`src/hdl/spe_pkg.sv`:
```
// Purpose: shared constants for the serial port event identification block
// Assumes: APB slave with 32-bit data, one register per aligned word
// Notes:   register indexes are word indexes; byte address is four times the index
package spe_pkg;

    // word indexes on the register bus (byte address = index * 4)
    localparam logic [9:0] SPE_IDX_DATA   = 10'h000;
    localparam logic [9:0] SPE_IDX_ENABLE = 10'h001;
    localparam logic [9:0] SPE_IDX_EVENT  = 10'h002;  // read: event_identification, write: queue_control
    localparam logic [9:0] SPE_IDX_LINE   = 10'h005;
    localparam logic [9:0] SPE_IDX_MODEM  = 10'h006;
    localparam logic [9:0] SPE_IDX_CTRL   = 10'h008;

    // operating modes, gray coded
    typedef enum logic [1:0] {
        SPE_MODE_UART  = 2'b00,
        SPE_MODE_SRIR  = 2'b01,
        SPE_MODE_ASKIR = 2'b11,
        SPE_MODE_RCIR  = 2'b10
    } spe_mode_t;

    // interrupt_enable bit positions
    localparam int SPE_EN_RX      = 0;
    localparam int SPE_EN_TX      = 1;
    localparam int SPE_EN_LINE    = 2;
    localparam int SPE_EN_MODEM   = 3;
    localparam int SPE_EN_TC      = 4;
    localparam int SPE_EN_DRAINED = 5;

    // writable enable bits per view; bits 7,6 always reserved
    localparam logic [7:0] SPE_IER_MASK_BASE = 8'h0f;
    localparam logic [7:0] SPE_IER_MASK_EXT  = 8'h3f;
    localparam logic [7:0] SPE_IER_RESET     = 8'h00;

    // encoded sources in the non-extended view (bits 3..0)
    localparam logic [3:0] SPE_CODE_NONE      = 4'h1;
    localparam logic [3:0] SPE_CODE_LINE      = 4'h6;
    localparam logic [3:0] SPE_CODE_RXHIGH    = 4'h4;
    localparam logic [3:0] SPE_CODE_RXTIMEOUT = 4'hc;
    localparam logic [3:0] SPE_CODE_TXLOW     = 4'h2;
    localparam logic [3:0] SPE_CODE_MODEM     = 4'h0;
    localparam logic [7:0] SPE_EIR_RESET      = 8'h01;

    // own control register fields
    localparam int SPE_CTRL_EXT     = 0;
    localparam int SPE_CTRL_MODE_LO = 1;
    localparam int SPE_CTRL_MODE_HI = 2;
    localparam int SPE_CTRL_INFRARED_MODEM_STATUS_SELECT  = 3;
    localparam int SPE_CTRL_DMA     = 4;
    localparam logic [7:0] SPE_CTRL_MASK  = 8'h1f;
    localparam logic [7:0] SPE_CTRL_RESET = 8'h00;

    // queue_control enable bit and line state drained bit
    localparam int SPE_FCR_QUEUE_EN = 0;
    localparam int SPE_LSR_DRAINED  = 6;

endpackage

```
`src/hdl/spe_event_id.sv`:
```
// Purpose: interrupt enable and event identification for an enhanced serial port
// Assumes: event inputs come from serial port logic on CLK; host access over APB
// Notes:   data path, queues and line format live elsewhere; this block only flags
// What this block does
// (RULE1) enable bit 5 allows interrupt when transmitter and its queue drain
// (RULE2) remote-control infrared: enable bit 2 covers line status and transmit underrun
// (RULE3) remote-control infrared: other enable bits behave as in extended modes
// (RULE4) offset shared: reads give event register, writes go to queue control
// (RULE5) non-extended view ranks pending sources into four levels, reports top one
// (RULE6) non-extended bit 0 reads 0 while an enabled source pends, resets 1
// (RULE7) non-extended bits 2,1 give priority code of top source, reset 00
// (RULE8) bit 3 reads 1 only for top-ranked receive timeout with queues on
// (RULE9) bits 7,6 show queue enable, bits 5,4 read 0
// (RULE10) code 0001 nothing pending; 0110 line error, cleared by line state read
// (RULE11) code 0100 receive data high, clears on data read or level drop
// (RULE12) code 1100 receive timeout, cleared by receive data read
// (RULE13) code 0010 transmit low, cleared by event read as top or data write
// (RULE14) code 0000 modem change, cleared by modem state read
// (RULE15) extended view: one flag per source, set regardless of enables
// (RULE16) terminal count flag clears on event read; others on own register read
// (RULE17) extended bit 0: receive holding full, or queue high or timed out
// (RULE18) extended bit 1: transmit holding empty, or queue below threshold
// (RULE19) extended bit 2 flags receive errors or break in serial modes
// (RULE20) remote-control infrared: bit 2 flags receive overrun or transmit underrun
// (RULE21) serial mode: bit 3 set while any modem change bit is set
// (RULE22) infrared modes: bit 3 is modem event, forced 0 when select set
// (RULE23) enable bit 4 allows terminal count interrupt while DMA is enabled
// (RULE24) extended bit 5 mirrors transmitter drained status
// (RULE25) extended view: interrupt when any flag meets its set enable bit
// (RULE26) reserved bits read 0 and reserved enables have no effect
//
// Design decision made here: the APB register port.
`timescale 1ns/1ps
module spe_event_id
    import spe_pkg::*;
(
    input  wire logic        CLK,
    input  wire logic        RESETN,
    input  wire logic        PSEL,
    input  wire logic        PENABLE,
    input  wire logic        PWRITE,
    input  wire logic [11:0] PADDR,
    input  wire logic [31:0] PWDATA,
    output logic      [31:0] PRDATA,
    output logic             PREADY,
    output logic             PSLVERR,
    input  wire logic        RX_DATA_HIGH,
    input  wire logic        RX_TIMEOUT,
    input  wire logic        TX_DATA_LOW,
    input  wire logic        LINE_ERROR,
    input  wire logic        RX_OVERRUN,
    input  wire logic        TX_UNDERRUN,
    input  wire logic [3:0]  MODEM_CHANGE,
    input  wire logic        TX_DRAINED,
    input  wire logic        DMA_TERMINAL,
    output logic             IRQ
);

    // true in any infrared mode; used by the modem event decode and its check
    function automatic logic spe_is_ir(input spe_mode_t m);
        spe_is_ir = (m != SPE_MODE_UART);
    endfunction

    logic        rst_meta_reg;
    logic        rst_n_reg;
    logic        ready_reg;
    logic [31:0] rdata_reg;
    logic        slverr_reg;
    logic        irq_reg;
    logic [7:0]  ier_reg;
    logic [7:0]  ctrl_reg;
    logic        queue_en_reg;
    logic        line_flag_reg;
    logic        rto_flag_reg;
    logic        txlow_flag_reg;
    logic        txlow_seen_reg;
    logic [3:0]  modem_reg;
    logic        tc_flag_reg;
    logic [3:0]  rd_code_reg;

    logic        extended_select;
    spe_mode_t   mode;
    logic        fen;
    logic        access;
    logic        done;
    logic        done_rd;
    logic        done_wr;
    logic [9:0]  idx;
    logic        mapped;
    logic [7:0]  ier_mask;
    logic        modem_event;
    logic        line_set;
    logic [5:0]  ext_flags;
    logic [7:0]  eir_base;
    logic [7:0]  eir_ext;
    logic [7:0]  eir_value;
    logic [7:0]  rd_byte;
    logic        pend_any;

    // release the reset through two flops so all state leaves reset on one edge
    always_ff @(posedge CLK or negedge RESETN) begin
        if (!RESETN) begin
            rst_meta_reg <= 1'b0;
            rst_n_reg    <= 1'b0;
        end else begin
            rst_meta_reg <= 1'b1;
            rst_n_reg    <= rst_meta_reg;
        end
    end

    // bus decode; one wait state keeps PRDATA and PREADY straight from flops
    assign access  = PSEL & PENABLE & ~ready_reg;
    assign done    = PSEL & PENABLE & ready_reg;
    assign done_rd = done & ~PWRITE & ~slverr_reg;
    assign done_wr = done & PWRITE & ~slverr_reg;
    assign idx     = PADDR[11:2];
    assign mapped  = (idx == SPE_IDX_DATA) | (idx == SPE_IDX_ENABLE) | (idx == SPE_IDX_EVENT) |
                     (idx == SPE_IDX_LINE) | (idx == SPE_IDX_MODEM) | (idx == SPE_IDX_CTRL);

    // mode decode from own control register
    assign extended_select = ctrl_reg[SPE_CTRL_EXT];
    assign mode            = spe_mode_t'(ctrl_reg[SPE_CTRL_MODE_HI:SPE_CTRL_MODE_LO]);
    assign fen             = queue_en_reg | (mode == SPE_MODE_RCIR);  // remote-control mode always queues
    assign ier_mask        = extended_select ? SPE_IER_MASK_EXT : SPE_IER_MASK_BASE;  // [RULE26]

    // link-status source differs in remote-control infrared mode
    assign line_set = (mode == SPE_MODE_RCIR) ? (RX_OVERRUN | TX_UNDERRUN) : LINE_ERROR;  // [RULE2] [RULE19] [RULE20]
    assign modem_event = (|modem_reg) &
                         ~(spe_is_ir(mode) & ctrl_reg[SPE_CTRL_INFRARED_MODEM_STATUS_SELECT]);  // [RULE21] [RULE22]

    // extended view flags, independent of enables
    assign ext_flags = {TX_DRAINED,                           // [RULE24]
                        tc_flag_reg,                          // [RULE16]
                        modem_event,                          // [RULE21]
                        line_flag_reg,                        // [RULE19]
                        txlow_flag_reg,                       // [RULE18]
                        RX_DATA_HIGH | (fen & rto_flag_reg)}; // [RULE15] [RULE17]
    assign eir_ext   = {2'b00, ext_flags};                    // [RULE26]

    // non-extended priority encoder, highest source first
    always_comb begin
        eir_base = {fen, fen, 2'b00, SPE_CODE_NONE};  // [RULE9] [RULE10]
        if (ier_reg[SPE_EN_LINE] & line_flag_reg) begin
            eir_base[3:0] = SPE_CODE_LINE;  // [RULE5] [RULE7] [RULE10]
        end else if (ier_reg[SPE_EN_RX] & RX_DATA_HIGH) begin
            eir_base[3:0] = SPE_CODE_RXHIGH;  // [RULE11]
        end else if (ier_reg[SPE_EN_RX] & fen & rto_flag_reg) begin
            eir_base[3:0] = SPE_CODE_RXTIMEOUT;  // [RULE8] [RULE12]
        end else if (ier_reg[SPE_EN_TX] & txlow_flag_reg) begin
            eir_base[3:0] = SPE_CODE_TXLOW;  // [RULE13]
        end else if (ier_reg[SPE_EN_MODEM] & modem_event) begin
            eir_base[3:0] = SPE_CODE_MODEM;  // [RULE14]
        end
    end

    assign eir_value = extended_select ? eir_ext : eir_base;  // [RULE5] [RULE15]

    // interrupt decision; terminal count needs DMA enabled as well
    always_comb begin
        if (extended_select) begin
            pend_any = |(ext_flags & ier_reg[5:0] &
                         {1'b1, ctrl_reg[SPE_CTRL_DMA], 4'hf});  // [RULE1] [RULE23] [RULE25]
        end else begin
            pend_any = ~eir_base[0];  // [RULE6]
        end
    end

    // read mux; the event index always reads the event view
    always_comb begin
        rd_byte = 8'h00;
        if (idx == SPE_IDX_ENABLE) begin
            rd_byte = ier_reg;
        end else if (idx == SPE_IDX_EVENT) begin
            rd_byte = eir_value;  // [RULE4]
        end else if (idx == SPE_IDX_LINE) begin
            rd_byte = {1'b0, TX_DRAINED, 5'h00, line_flag_reg};
        end else if (idx == SPE_IDX_MODEM) begin
            rd_byte = {4'h0, modem_reg};
        end else if (idx == SPE_IDX_CTRL) begin
            rd_byte = ctrl_reg;
        end
    end

    // bus answer: ready one cycle after the access phase starts
    always_ff @(posedge CLK or negedge rst_n_reg) begin
        if (!rst_n_reg) begin
            ready_reg   <= 1'b0;
            rdata_reg   <= 32'h0000_0000;
            slverr_reg  <= 1'b0;
            rd_code_reg <= SPE_CODE_NONE;
        end else begin
            ready_reg   <= access;
            slverr_reg  <= access & ~mapped;
            if (access & ~PWRITE) begin
                rdata_reg   <= {24'h00_0000, rd_byte};
                rd_code_reg <= extended_select ? SPE_CODE_NONE : eir_value[3:0];
            end
        end
    end

    // enable register; extended-only bits drop when leaving extended view
    always_ff @(posedge CLK or negedge rst_n_reg) begin
        if (!rst_n_reg) begin
            ier_reg <= SPE_IER_RESET;  // [RULE1] [RULE2] [RULE23]
        end else if (done_wr & (idx == SPE_IDX_ENABLE)) begin
            ier_reg <= PWDATA[7:0] & ier_mask;  // [RULE3] [RULE26]
        end else begin
            ier_reg <= ier_reg & ier_mask;
        end
    end

    // control register and queue enable (write side of the shared offset)
    always_ff @(posedge CLK or negedge rst_n_reg) begin
        if (!rst_n_reg) begin
            ctrl_reg     <= SPE_CTRL_RESET;
            queue_en_reg <= 1'b0;
        end else begin
            if (done_wr & (idx == SPE_IDX_CTRL)) begin
                ctrl_reg <= PWDATA[7:0] & SPE_CTRL_MASK;
            end
            if (done_wr & (idx == SPE_IDX_EVENT)) begin
                queue_en_reg <= PWDATA[SPE_FCR_QUEUE_EN];  // [RULE4]
            end
        end
    end

    // line flag: set wins over the clear from a line state read
    always_ff @(posedge CLK or negedge rst_n_reg) begin
        if (!rst_n_reg) begin
            line_flag_reg <= 1'b0;
        end else if (line_set) begin
            line_flag_reg <= 1'b1;  // [RULE19] [RULE20]
        end else if (done_rd & (idx == SPE_IDX_LINE)) begin
            line_flag_reg <= 1'b0;  // [RULE10] [RULE16]
        end
    end

    // receive timeout flag cleared by receive data read
    always_ff @(posedge CLK or negedge rst_n_reg) begin
        if (!rst_n_reg) begin
            rto_flag_reg <= 1'b0;
        end else if (RX_TIMEOUT & fen) begin
            rto_flag_reg <= 1'b1;
        end else if (done_rd & (idx == SPE_IDX_DATA)) begin
            rto_flag_reg <= 1'b0;  // [RULE12]
        end
    end

    // transmit low flag: set on the rising level so a clear is not undone at once
    always_ff @(posedge CLK or negedge rst_n_reg) begin
        if (!rst_n_reg) begin
            txlow_seen_reg <= 1'b0;
            txlow_flag_reg <= 1'b0;
        end else begin
            txlow_seen_reg <= TX_DATA_LOW;
            if (TX_DATA_LOW & ~txlow_seen_reg) begin
                txlow_flag_reg <= 1'b1;  // [RULE18]
            end else if (done_wr & (idx == SPE_IDX_DATA)) begin
                txlow_flag_reg <= 1'b0;  // [RULE13]
            end else if (done_rd & (idx == SPE_IDX_EVENT) & (rd_code_reg == SPE_CODE_TXLOW)) begin
                txlow_flag_reg <= 1'b0;  // [RULE13]
            end
        end
    end

    // modem change bits; each new change wins over the read clear
    always_ff @(posedge CLK or negedge rst_n_reg) begin
        if (!rst_n_reg) begin
            modem_reg <= 4'h0;
        end else if (done_rd & (idx == SPE_IDX_MODEM)) begin
            modem_reg <= MODEM_CHANGE;  // [RULE14]
        end else begin
            modem_reg <= modem_reg | MODEM_CHANGE;
        end
    end

    // terminal count flag cleared by reading the event view
    always_ff @(posedge CLK or negedge rst_n_reg) begin
        if (!rst_n_reg) begin
            tc_flag_reg <= 1'b0;
        end else if (DMA_TERMINAL) begin
            tc_flag_reg <= 1'b1;
        end else if (done_rd & (idx == SPE_IDX_EVENT)) begin
            tc_flag_reg <= 1'b0;  // [RULE16]
        end
    end

    // registered interrupt output, one cycle behind its cause
    always_ff @(posedge CLK or negedge rst_n_reg) begin
        if (!rst_n_reg) begin
            irq_reg <= 1'b0;
        end else begin
            irq_reg <= pend_any;  // [RULE25]
        end
    end

    assign PRDATA  = rdata_reg;
    assign PREADY  = ready_reg;
    assign PSLVERR = slverr_reg;
    assign IRQ     = irq_reg;
endmodule

```
`config.mk`:
```
export PLATFORM = sky130hd
export DESIGN_NAME = spe_event_id
export DESIGN_NICKNAME = d
export VERILOG_FILES = /design/src/hdl/spe_pkg.sv /design/src/hdl/spe_event_id.sv
export SDC_FILE = /design/constraint.sdc
export NUM_CORES = 1
export LEC_CHECK = 0
export ABC_AREA = 1
export ABC_CLOCK_PERIOD_IN_PS = 1400
export BUFFER_PORTS_ARGS = -buffer_cell sky130_fd_sc_hd__buf_2
export CORE_UTILIZATION = 48
export CTS_CLUSTER_DIAMETER = 50
export CTS_CLUSTER_SIZE = 8
export DETAILED_ROUTE_END_ITERATION = 8
export PLACE_DENSITY = 0.81
export SYNTH_ARGS = -nofsm -noshare
export SYNTH_HDL_FRONTEND = slang
export SYNTH_SLANG_ARGS = --single-unit
export TNS_END_PERCENT = 100
```
`constraint.sdc`:
```
create_clock -name CLK -period 1.4 [get_ports CLK]
set_input_delay 0 -clock CLK [delete_from_list [all_inputs] [get_ports CLK]]
set_output_delay 0 -clock CLK [all_outputs]
set_load 0.01 [all_outputs]
```
==> results.toml, run 1 <==
[finish]
layout.nets = 428
fin_util_pct = 64.5
final_cells = 420
largest_reg_flops = 8
finalInstanceArea_sq_um = 2850
area_growth_pct = 27.6
num_antenna_cells = 0
drive_gt1_share_pct = 33.4

[flow_run]
cap_violations = 0

[route]
drtAntennaViolNets = 0
top_layer_used = "met4"
wl_per_cell_microns = 12.0
dr_wl_met3_microns = 298
wl_met2_microns = 2490
drtPass1Iterations = 4
drt_iter0_markers = 99
routed-via-count = 2052
met1_length_microns = 2120
vias_per_cell = 4.89
drcViolationCount = 0
drt_wl_total_microns = 5040

[die]
die_area_sq_um = 4930
num_rows = 24
die_h_microns = 70.2
initial_core_util_pct = 50.6
die_x_microns = 70.2
io_pins = 96
core-area_sq_um = 4410

[clocking]
cts_tree = "built"
htree_levels = 2
clock-root-buffer = "clkbuf_8"
cts_max_path_buffers = 2
cts_buffers = 5
numClockSinks = 38
worstSkewPairLatency_ns = 0.29
cts.clk_slew.worst_paths_ns = 0.07

[synthesis]
synth-main-ff-cell = "dfrtp_1"
ys.warnings.count = 0
synth_common_cells = "nand2_1, dfrtp_1, inv_1"
synth-seq-cells = 38
synth.most_common_cell = "nand2_1"
syn_inst = 290
synth.distinct_cells = 28
postSynthAreaPerCell_sq_um = 7.70
synth-edff-count = 0
synth_seq_area_share_pct = 42.7
syn_area_sq_um = 2230
synth_top_area_share_pct = 41.5
ys_top_cells_by_area = "dfrtp_1, nand2_1, buf_4"
netlist.top_cell.by_area = "dfrtp_1"
async_flop_share_pct = 100

[sta]
clock.fmax_ghz = 0.731
setup_viol = 0
tns_ns = 0
finalMaxSlewViolations = 0
rsz0062_at_grt = "true"
fin_ws_ns = 0.0318
hold-worst-slack_ns = 0.0138
layout_min_cycle_time_ns = 1.37
worst_clock_skew_ns = 0.00659
final_hold_viol_count = 0
layout_worst_path_cycle_share_pct = 97.7

[critical_path]
cp-end-kind = "flop"
cp.required_ns = 1.63
crit_arrival_ns = 1.60
path_max_fanout = 4
critPathKind = "reg2reg"
startpoint_type = "flop"

[placed_design]
dpl.cell_count = 390
dp_slack_ns = -0.0567
dp_hpwl_microns = 3720
place_area_sq_um = 2470
numPortBuffers = 43
gp_congestion = 0.947

[outcome]
outcome = "complete, no violations"

[pwr]
p_leak_nw = 1.54
p_total_mw = 2.17
p_per_area_nw_per_um2 = 761
irDropWorstVdd_mv = 0.603

[grt]
grt-ovfl-total = 0
grt_pass1_wl_microns = 8290
antenna_found_initial = 0
grt_use_total_pct = 21.7
grt_max_degree = 37
grt_pass1_vias = 1858

[min_path]
hold_class = "in2reg"
-- layout by cell type (no fill, tap or decap), types with 3 or more instances in the layout --
cell	count
nand2_2	10
inv_1	26
nand4_1	4
nand3_1	14
dfrtp_1	35
nor2_2	7
nand2_1	67
o21ai_1	12
inv_2	11
a21oi_1	8
buf_2	43
nand2_4	4
o21ai_0	6
dlygate4sd3_1	15
conb_1	25
buf_4	14
nand3_2	3
o21ai_2	6
clkbuf_8	6
o21bai_1	5
nor2_1	20
nor3_1	3
nor2_4	8
-- logic make-up (layout without fill, tap and decap cells) --
family / Yosys count / count (layout) / synth area share, %
AO/OA/AOI/OAI: 40 / 40 / 10.7
buffers and inverters: 64 / 119 / 14.9
flip-flops: 38 / 38 / 42.7
other: 2 / 25 / 0.336
AND/OR/NAND/NOR: 146 / 146 / 31.4
-- metal layers --
metal / vias to the layer above / GRT usage (%)
met5: - / 0
met4: 0 / 9.33
met3: 16 / 4.91
met2: 73 / 36.0
met1: 940 / 27.0
li1: 1023 / -
-- cell type report --
| class | count | area [sq um] |
|---|---|---|
| multi-input cells | 211 | 1110 |
| fillers | 409 | 1570 |
| clock inverters | 2 | 12.5 |
| flip-flops and latches | 38 | 955 |
| repair buffers | 73 | 482 |
| well taps | 52 | 65.1 |
| inverters | 38 | 145 |
| clock buffers | 6 | 82.6 |
-- worst paths after layout --
| path | endpoint | from | cells past startpoint | slack, ns |
|---|---|---|---|---|
| setup / recovery | PRDATA[3] | ctrl_reg[1] | 9 | 0.03 |
| hold / removal | queue_en_reg | PWDATA[0] | 3 | 0.01 |
| setup reg to reg | PRDATA[3] | ctrl_reg[1] | 9 | 0.03 |
| hold reg to reg | ier_reg[4] | rst_n_reg | 1 | 0.28 |
| max in group asynchronous | rd_code_reg[0] | rst_n_reg | 1 | 0.77 |
| min in group asynchronous | rst_meta_reg | RESETN | 2 | 0.02 |
-- repair_timing --
action | in CTS | in global routing
buffers inserted | 1 | 6
endpoints found under the hold margin | 19 | 0
endpoints found under the setup margin | 2 | 22
hold buffers | 15 | 0
pin swaps | 0 | 7
gates resized for setup | 2 | 24
-- report_power, final --
group	switching (mW)	internal (mW)
clock	0.393	0.396
combinational	0.145	0.101
sequential	0.0115	1.12
-- worst max-delay path, stage by stage, from the launching register on --
cell and delay, ns:
dfrtp_2 0.44, inv_2 0.07, nand2_2 0.06, nand2_2 0.11, nand3_4 0.09, nor2_2 0.17
o21ai_1 0.09, nand3_1 0.13, nand2_1 0.07, nand2_1 0.06
(Power assumes the default switching activity.)
==> inputs of run 2 (changes only) <==
--- a/config.mk
+++ b/config.mk
@@ -12,7 +12,7 @@
 export CTS_CLUSTER_DIAMETER = 50
 export CTS_CLUSTER_SIZE = 8
 export DETAILED_ROUTE_END_ITERATION = 8
-export PLACE_DENSITY = 0.81
+export PLACE_DENSITY_LB_ADDON = 0.08
 export SYNTH_ARGS = -nofsm -noshare
 export SYNTH_HDL_FRONTEND = slang
 export SYNTH_SLANG_ARGS = --single-unit
==> run 2 against run 1 <==
- sequential share of layout area is 0.35 points lower
- clock power about the same
- non-clock buffer count rose by 3
- largest power group unchanged
==> results.toml, run 2 (synthesized netlist as in run 1, its figures left out) <==
[sta]
final_hold_viol_count = 0
hold-worst-slack_ns = 0.00336
layout_worst_path_cycle_share_pct = 96.1
layout_min_cycle_time_ns = 1.35
worst_clock_skew_ns = 0.00671
clock.fmax_ghz = 0.743
finalMaxSlewViolations = 0
rsz0062_at_grt = "true"
setup_viol = 0

[pwr]
p_total_mw = 2.18
p_leak_nw = 1.56
irDropWorstVdd_mv = 0.437
p_per_area_nw_per_um2 = 757

[placed_design]
gp_congestion = 0.854
dp_hpwl_microns = 3760
place_area_sq_um = 2500
numPortBuffers = 43

[critical_path]
cp.required_ns = 1.62
r2r_end = "PRDATA[6]"
r2r-start = "PREADY"
slowest_stage = "dfrtp_1"
crit_path_start = "PREADY"
rr_worst_depth = 8
startpoint_type = "flop"
cp-end-kind = "flop"
crit_path_cell_trace = "buf_4 -> nor2_4 -> inv_2 -> nor2_4 -> inv_4 -> nor2_2 -> nand4_1 -> nand3_1"
critPathKind = "reg2reg"
crit_cells = 8
crit_arrival_ns = 1.57
crit_top_cell = "nor2_4"
crit_family = "simple AND/OR/NAND/NOR gates"
critPathMaxStageDelay_ns = 0.40
endpoint = "PRDATA[6]"
r2r_setup_slack_ns = 0.05
cp_num_buf_inv = 3
path_max_fanout = 11

[grt]
grt-ovfl-total = 0
grt_max_degree = 24
antenna_found_initial = 0
grt_pass1_wl_microns = 8490
grt_use_total_pct = 22.0
grt_pass1_vias = 1929

[finish]
num_antenna_cells = 0
area_growth_pct = 28.8
final_common_cell = "nand2_1"
layout.nets = 431
fillers = 428
largest_reg_flops = 8
final_cell_mix = "nand2_1, buf_2, dfrtp_1"
drive_gt1_share_pct = 32.1
finalInstanceArea_sq_um = 2870

[route]
drt_iter0_markers = 81
routed-via-count = 1991
vias_per_cell = 4.71
drtPass1Iterations = 4
drt_wl_total_microns = 4890
wl_per_cell_microns = 11.6
drtAntennaViolNets = 0
drcViolationCount = 0

[die]
initial_core_util_pct = 50.6
core-area_sq_um = 4410
die_area_sq_um = 4930
die_x_microns = 70.2
die_h_microns = 70.2
io_pins = 96
num_rows = 24

[outcome]
outcome = "complete, no violations"

[clocking]
htree_levels = 2
clock-root-buffer = "clkbuf_8"
cts.clk_slew.worst_paths_ns = 0.08
worstSkewPairLatency_ns = 0.29
cts_tree = "built"
cts_max_path_buffers = 2
cts_buffers = 5
numClockSinks = 38

[flow_run]
cap_violations = 0

[min_path]
hold_class = "in2reg"
-- run 2: cell count changes in the layout (fill, tap and decap cells not counted), sizes merged --
cell         change
dlygate4sd3      +3
-- run 2: power by group --
group	switching (mW)	internal, mW	leakage [nW]
logic	0.147	0.109	1.03
clock network	0.390	0.396	0.0472
registers	0.0138	1.12	0.478
total	0.551	1.63	1.56
-- run 2: worst min-delay path by stage --
stage / cells after the start / from / slack (ns) / end
finish: 3 / PWDATA[0] / 0.003 / ier_reg[0]
global placement: 1 / RESETN / -0.21 / rst_meta_reg
global route: 2 / RESETN / 0.02 / rst_meta_reg
CTS: 3 / PWDATA[0] / 0.003 / ier_reg[0]
detailed placement: 1 / RESETN / -0.21 / rst_meta_reg
floorplan: 0 / RESETN / -0.30 / rst_meta_reg
-- run 2: layout make-up --
cell class,instances,area (sq um),area share [%]
clock buffer,6,82.6,2.87
timing repair buffer,76,508,17.7
sequential,38,953,33.2
multi-input combinational,211,1100,38.4
inverter,38,148,5.14
clock inverter,2,12.5,0.435
tap,52,65.1,2.26
-- run 2: tightest hold or removal path, stage by stage --
cell,delay (ns)
buf_2,0.08
inv_1,0.06
o21ai_2,0.12
-- run 2: through the flow --
stage,instances,util (%),setup TNS [ns],setup WS [ns]
2_1_floorplan,313,-,0,0.155
3_3_place_gp,394,56.6,-0.0165,-0.0165
3_5_place_dp,394,56.6,-0.0946,-0.0602
4_1_cts,422,63.4,0,0.0206
5_1_grt,423,65.1,-0.184,-0.0584
6_report,423,65.1,0,0.0546
-- run 2: per-layer routing --
layer / wire length [microns] / vias to the layer above / track usage [%]
met5: 0 / - / 0
met3: 243 / 7 / 3.61
met1: 2190 / 893 / 28.6
li1: - / 1027 / -
met4: 57 / 0 / 6.67
met2: 2400 / 64 / 37.5
-- run 2: what timing repair did --
action | 4_1_cts | 5_1_grt
endpoints found under the hold margin | 21 | 0
setup buffers | 2 | 1
pin swaps | 0 | 2
hold buffers | 18 | 0
resized for setup | 2 | 23
endpoints found under the setup margin | 3 | 26
==> inputs of run 3 (changes only) <==
--- a/config.mk
+++ b/config.mk
@@ -6,13 +6,14 @@
 export NUM_CORES = 1
 export LEC_CHECK = 0
 export ABC_AREA = 1
-export ABC_CLOCK_PERIOD_IN_PS = 1400
+export ABC_CLOCK_PERIOD_IN_PS = 1700
 export BUFFER_PORTS_ARGS = -buffer_cell sky130_fd_sc_hd__buf_2
-export CORE_UTILIZATION = 48
+export CORE_UTILIZATION = 51
 export CTS_CLUSTER_DIAMETER = 50
 export CTS_CLUSTER_SIZE = 8
 export DETAILED_ROUTE_END_ITERATION = 8
 export PLACE_DENSITY_LB_ADDON = 0.08
+export RECOVER_POWER = 100
 export SYNTH_ARGS = -nofsm -noshare
 export SYNTH_HDL_FRONTEND = slang
 export SYNTH_SLANG_ARGS = --single-unit
==> constraint.sdc (replaced) <==
create_clock -name CLK -period 1.7 [get_ports CLK]
set_input_delay 0 -clock CLK [delete_from_list [all_inputs] [get_ports CLK]]
set_output_delay 0 -clock CLK [all_outputs]
set_load 0.01 [all_outputs]
==> run 3 against run 2 <==
- the run now ends with negative hold slack left
- core utilization rose by 0.78 points
- count of clock-buffer cells in the layout down 1
- cell count down 3.5%
==> results.toml, run 3 (synthesized netlist as in run 1, its figures left out) <==
[outcome]
outcome = "finished with violations"
violations = "negative hold slack"

[die]
die_h_microns = 68.2
io_pins = 96
num_rows = 23
die_x_microns = 68.2
core-area_sq_um = 4090
die_area_sq_um = 4650
initial_core_util_pct = 54.6

[sta]
finalMaxSlewViolations = 0
slew_headroom_pct = 41.2
rsz0062_at_grt = "false"
worst_clock_skew_ns = 0.00890
tns_ns = 0
setup_viol = 0
tightest_slew_ns = 0.882
layout_worst_path_cycle_share_pct = 90.1
clock.fmax_ghz = 0.653
hold-worst-slack_ns = -0.00289
layout_min_cycle_time_ns = 1.53
final_hold_viol_count = 2

[finish]
num_antenna_cells = 0
final_common_cell = "nand2_1"
drive_gt1_share_pct = 19.0
final_cells = 408
fin_util_pct = 65.9
area_growth_pct = 20.6
final_cell_mix = "nand2_1, dfrtp_1, buf_2"
largest_reg_flops = 8
fillers = 379
layout.nets = 418

[route]
wl_per_cell_microns = 11.8
drtAntennaViolNets = 0
drt_iter0_markers = 70
drcViolationCount = 0
vias_per_cell = 4.79
routed-via-count = 1956
drtPass1Iterations = 4
drt_wl_total_microns = 4800

[placed_design]
dp_hpwl_microns = 3590
gp_congestion = 0.891
dpl.cell_count = 382
numPortBuffers = 43

[critical_path]
critPathKind = "reg2reg"
crit_arrival_ns = 1.70
cp-end-kind = "flop"
startpoint_type = "flop"
r2r_setup_slack_ns = 0.17
cp.required_ns = 1.87
path_max_fanout = 4

[clocking]
htree_levels = 2
clock-root-buffer = "clkbuf_8"
cts_buffers = 5
ctsResizeCount = 0
cts_max_path_buffers = 2
cts.clk_slew.worst_paths_ns = 0.08
cts_tree = "built"
worstSkewPairLatency_ns = 0.29
numClockSinks = 38

[pwr]
p_total_mw = 2.05
sequentialPowerShare_pct = 45.6
p_per_area_nw_per_um2 = 760
pwr-share-comb_pct = 9.3
p_switching_mw = 0.459
irDropWorstVdd_mv = 0.485
power_frac_clock_pct = 45.1
p_sw_share_pct = 22.4
p_int_mw = 1.59
p_leak_nw = 1.43

[grt]
grt-ovfl-total = 0
grt_max_degree = 37
antenna_found_initial = 0
grt_pass1_wl_microns = 7870
grt_use_total_pct = 23.2
grt_pass1_vias = 1796

[min_path]
hold_class = "in2reg"

[flow_run]
cap_violations = 0
[run 3: worst paths after layout]
check | start | to | cells after the start
min reg2reg | rst_meta_reg | rst_n_reg | 0
max | ctrl_reg[1] | PRDATA[2] | 11
max reg2reg | ctrl_reg[1] | PRDATA[2] | 11
max in group asynchronous | rst_n_reg | PRDATA[7] | 1
min | PWDATA[0] | queue_en_reg | 3
min in group asynchronous | RESETN | rst_meta_reg | 2
[run 3: what timing repair did]
item                      CTS  global route
buffers inserted            0             0
hold buffers               18             0
hold endpoints to repair   20             0
[run 3: layer usage]
metal / track usage [%] / share of wire (%) / vias up
li1: - / - / 1001
met5: 0 / 0 / -
met2: 37.3 / 47 / 64
met4: 8.33 / 1.9 / 0
met1: 31.1 / 47 / 881
met3: 4.33 / 4.3 / 10
[run 3: power by group through the flow]
stage / clock network (mW) / registers, mW / logic [mW]
6_report: 0.924 / 0.933 / 0.191
5_1_grt: 0.973 / 0.936 / 0.216
4_1_cts: 0.930 / 0.933 / 0.198
3_5_place_dp: 0 / 0.951 / 0.168
3_3_place_gp: 0 / 0.951 / 0.164
2_1_floorplan: 0 / 0.965 / 0.123
[run 3: through the flow]
step | setup WS [ns] | cell area, sq um | hold WS, ns
after floorplan | 0.455 | 2320 | -0.296
final | 0.169 | 2690 | -0.00289
after CTS | 0.220 | 2740 | 0.00270
after global routing | 0.0422 | 2690 | -0.00600
after detailed placement | 0.226 | 2420 | -0.215
after global placement | 0.237 | 2420 | -0.215
[run 3: critical path, cell delays in order (launching register included)]
cell and delay [ns]:
dfrtp_1 0.43, inv_1 0.08, nand2_1 0.09, nand2_2 0.09
nand3_1 0.12, nand2_1 0.11, nand2_1 0.12, nand2_1 0.07
nand2_1 0.06, nand4_1 0.11, nand2_1 0.09, nand2_1 0.05
[run 3: final cells by class]
cell class	count	area, sq um	share of cell area, %
Multi-Input combinational cell	211	1000	37.3
Sequential cell	38	952	35.4
Timing Repair Buffer	63	393	14.6
Inverter	38	143	5.30
Clock buffer	5	68.8	2.56
Clock inverter	3	68.8	2.56
Tap cell	50	62.6	2.32
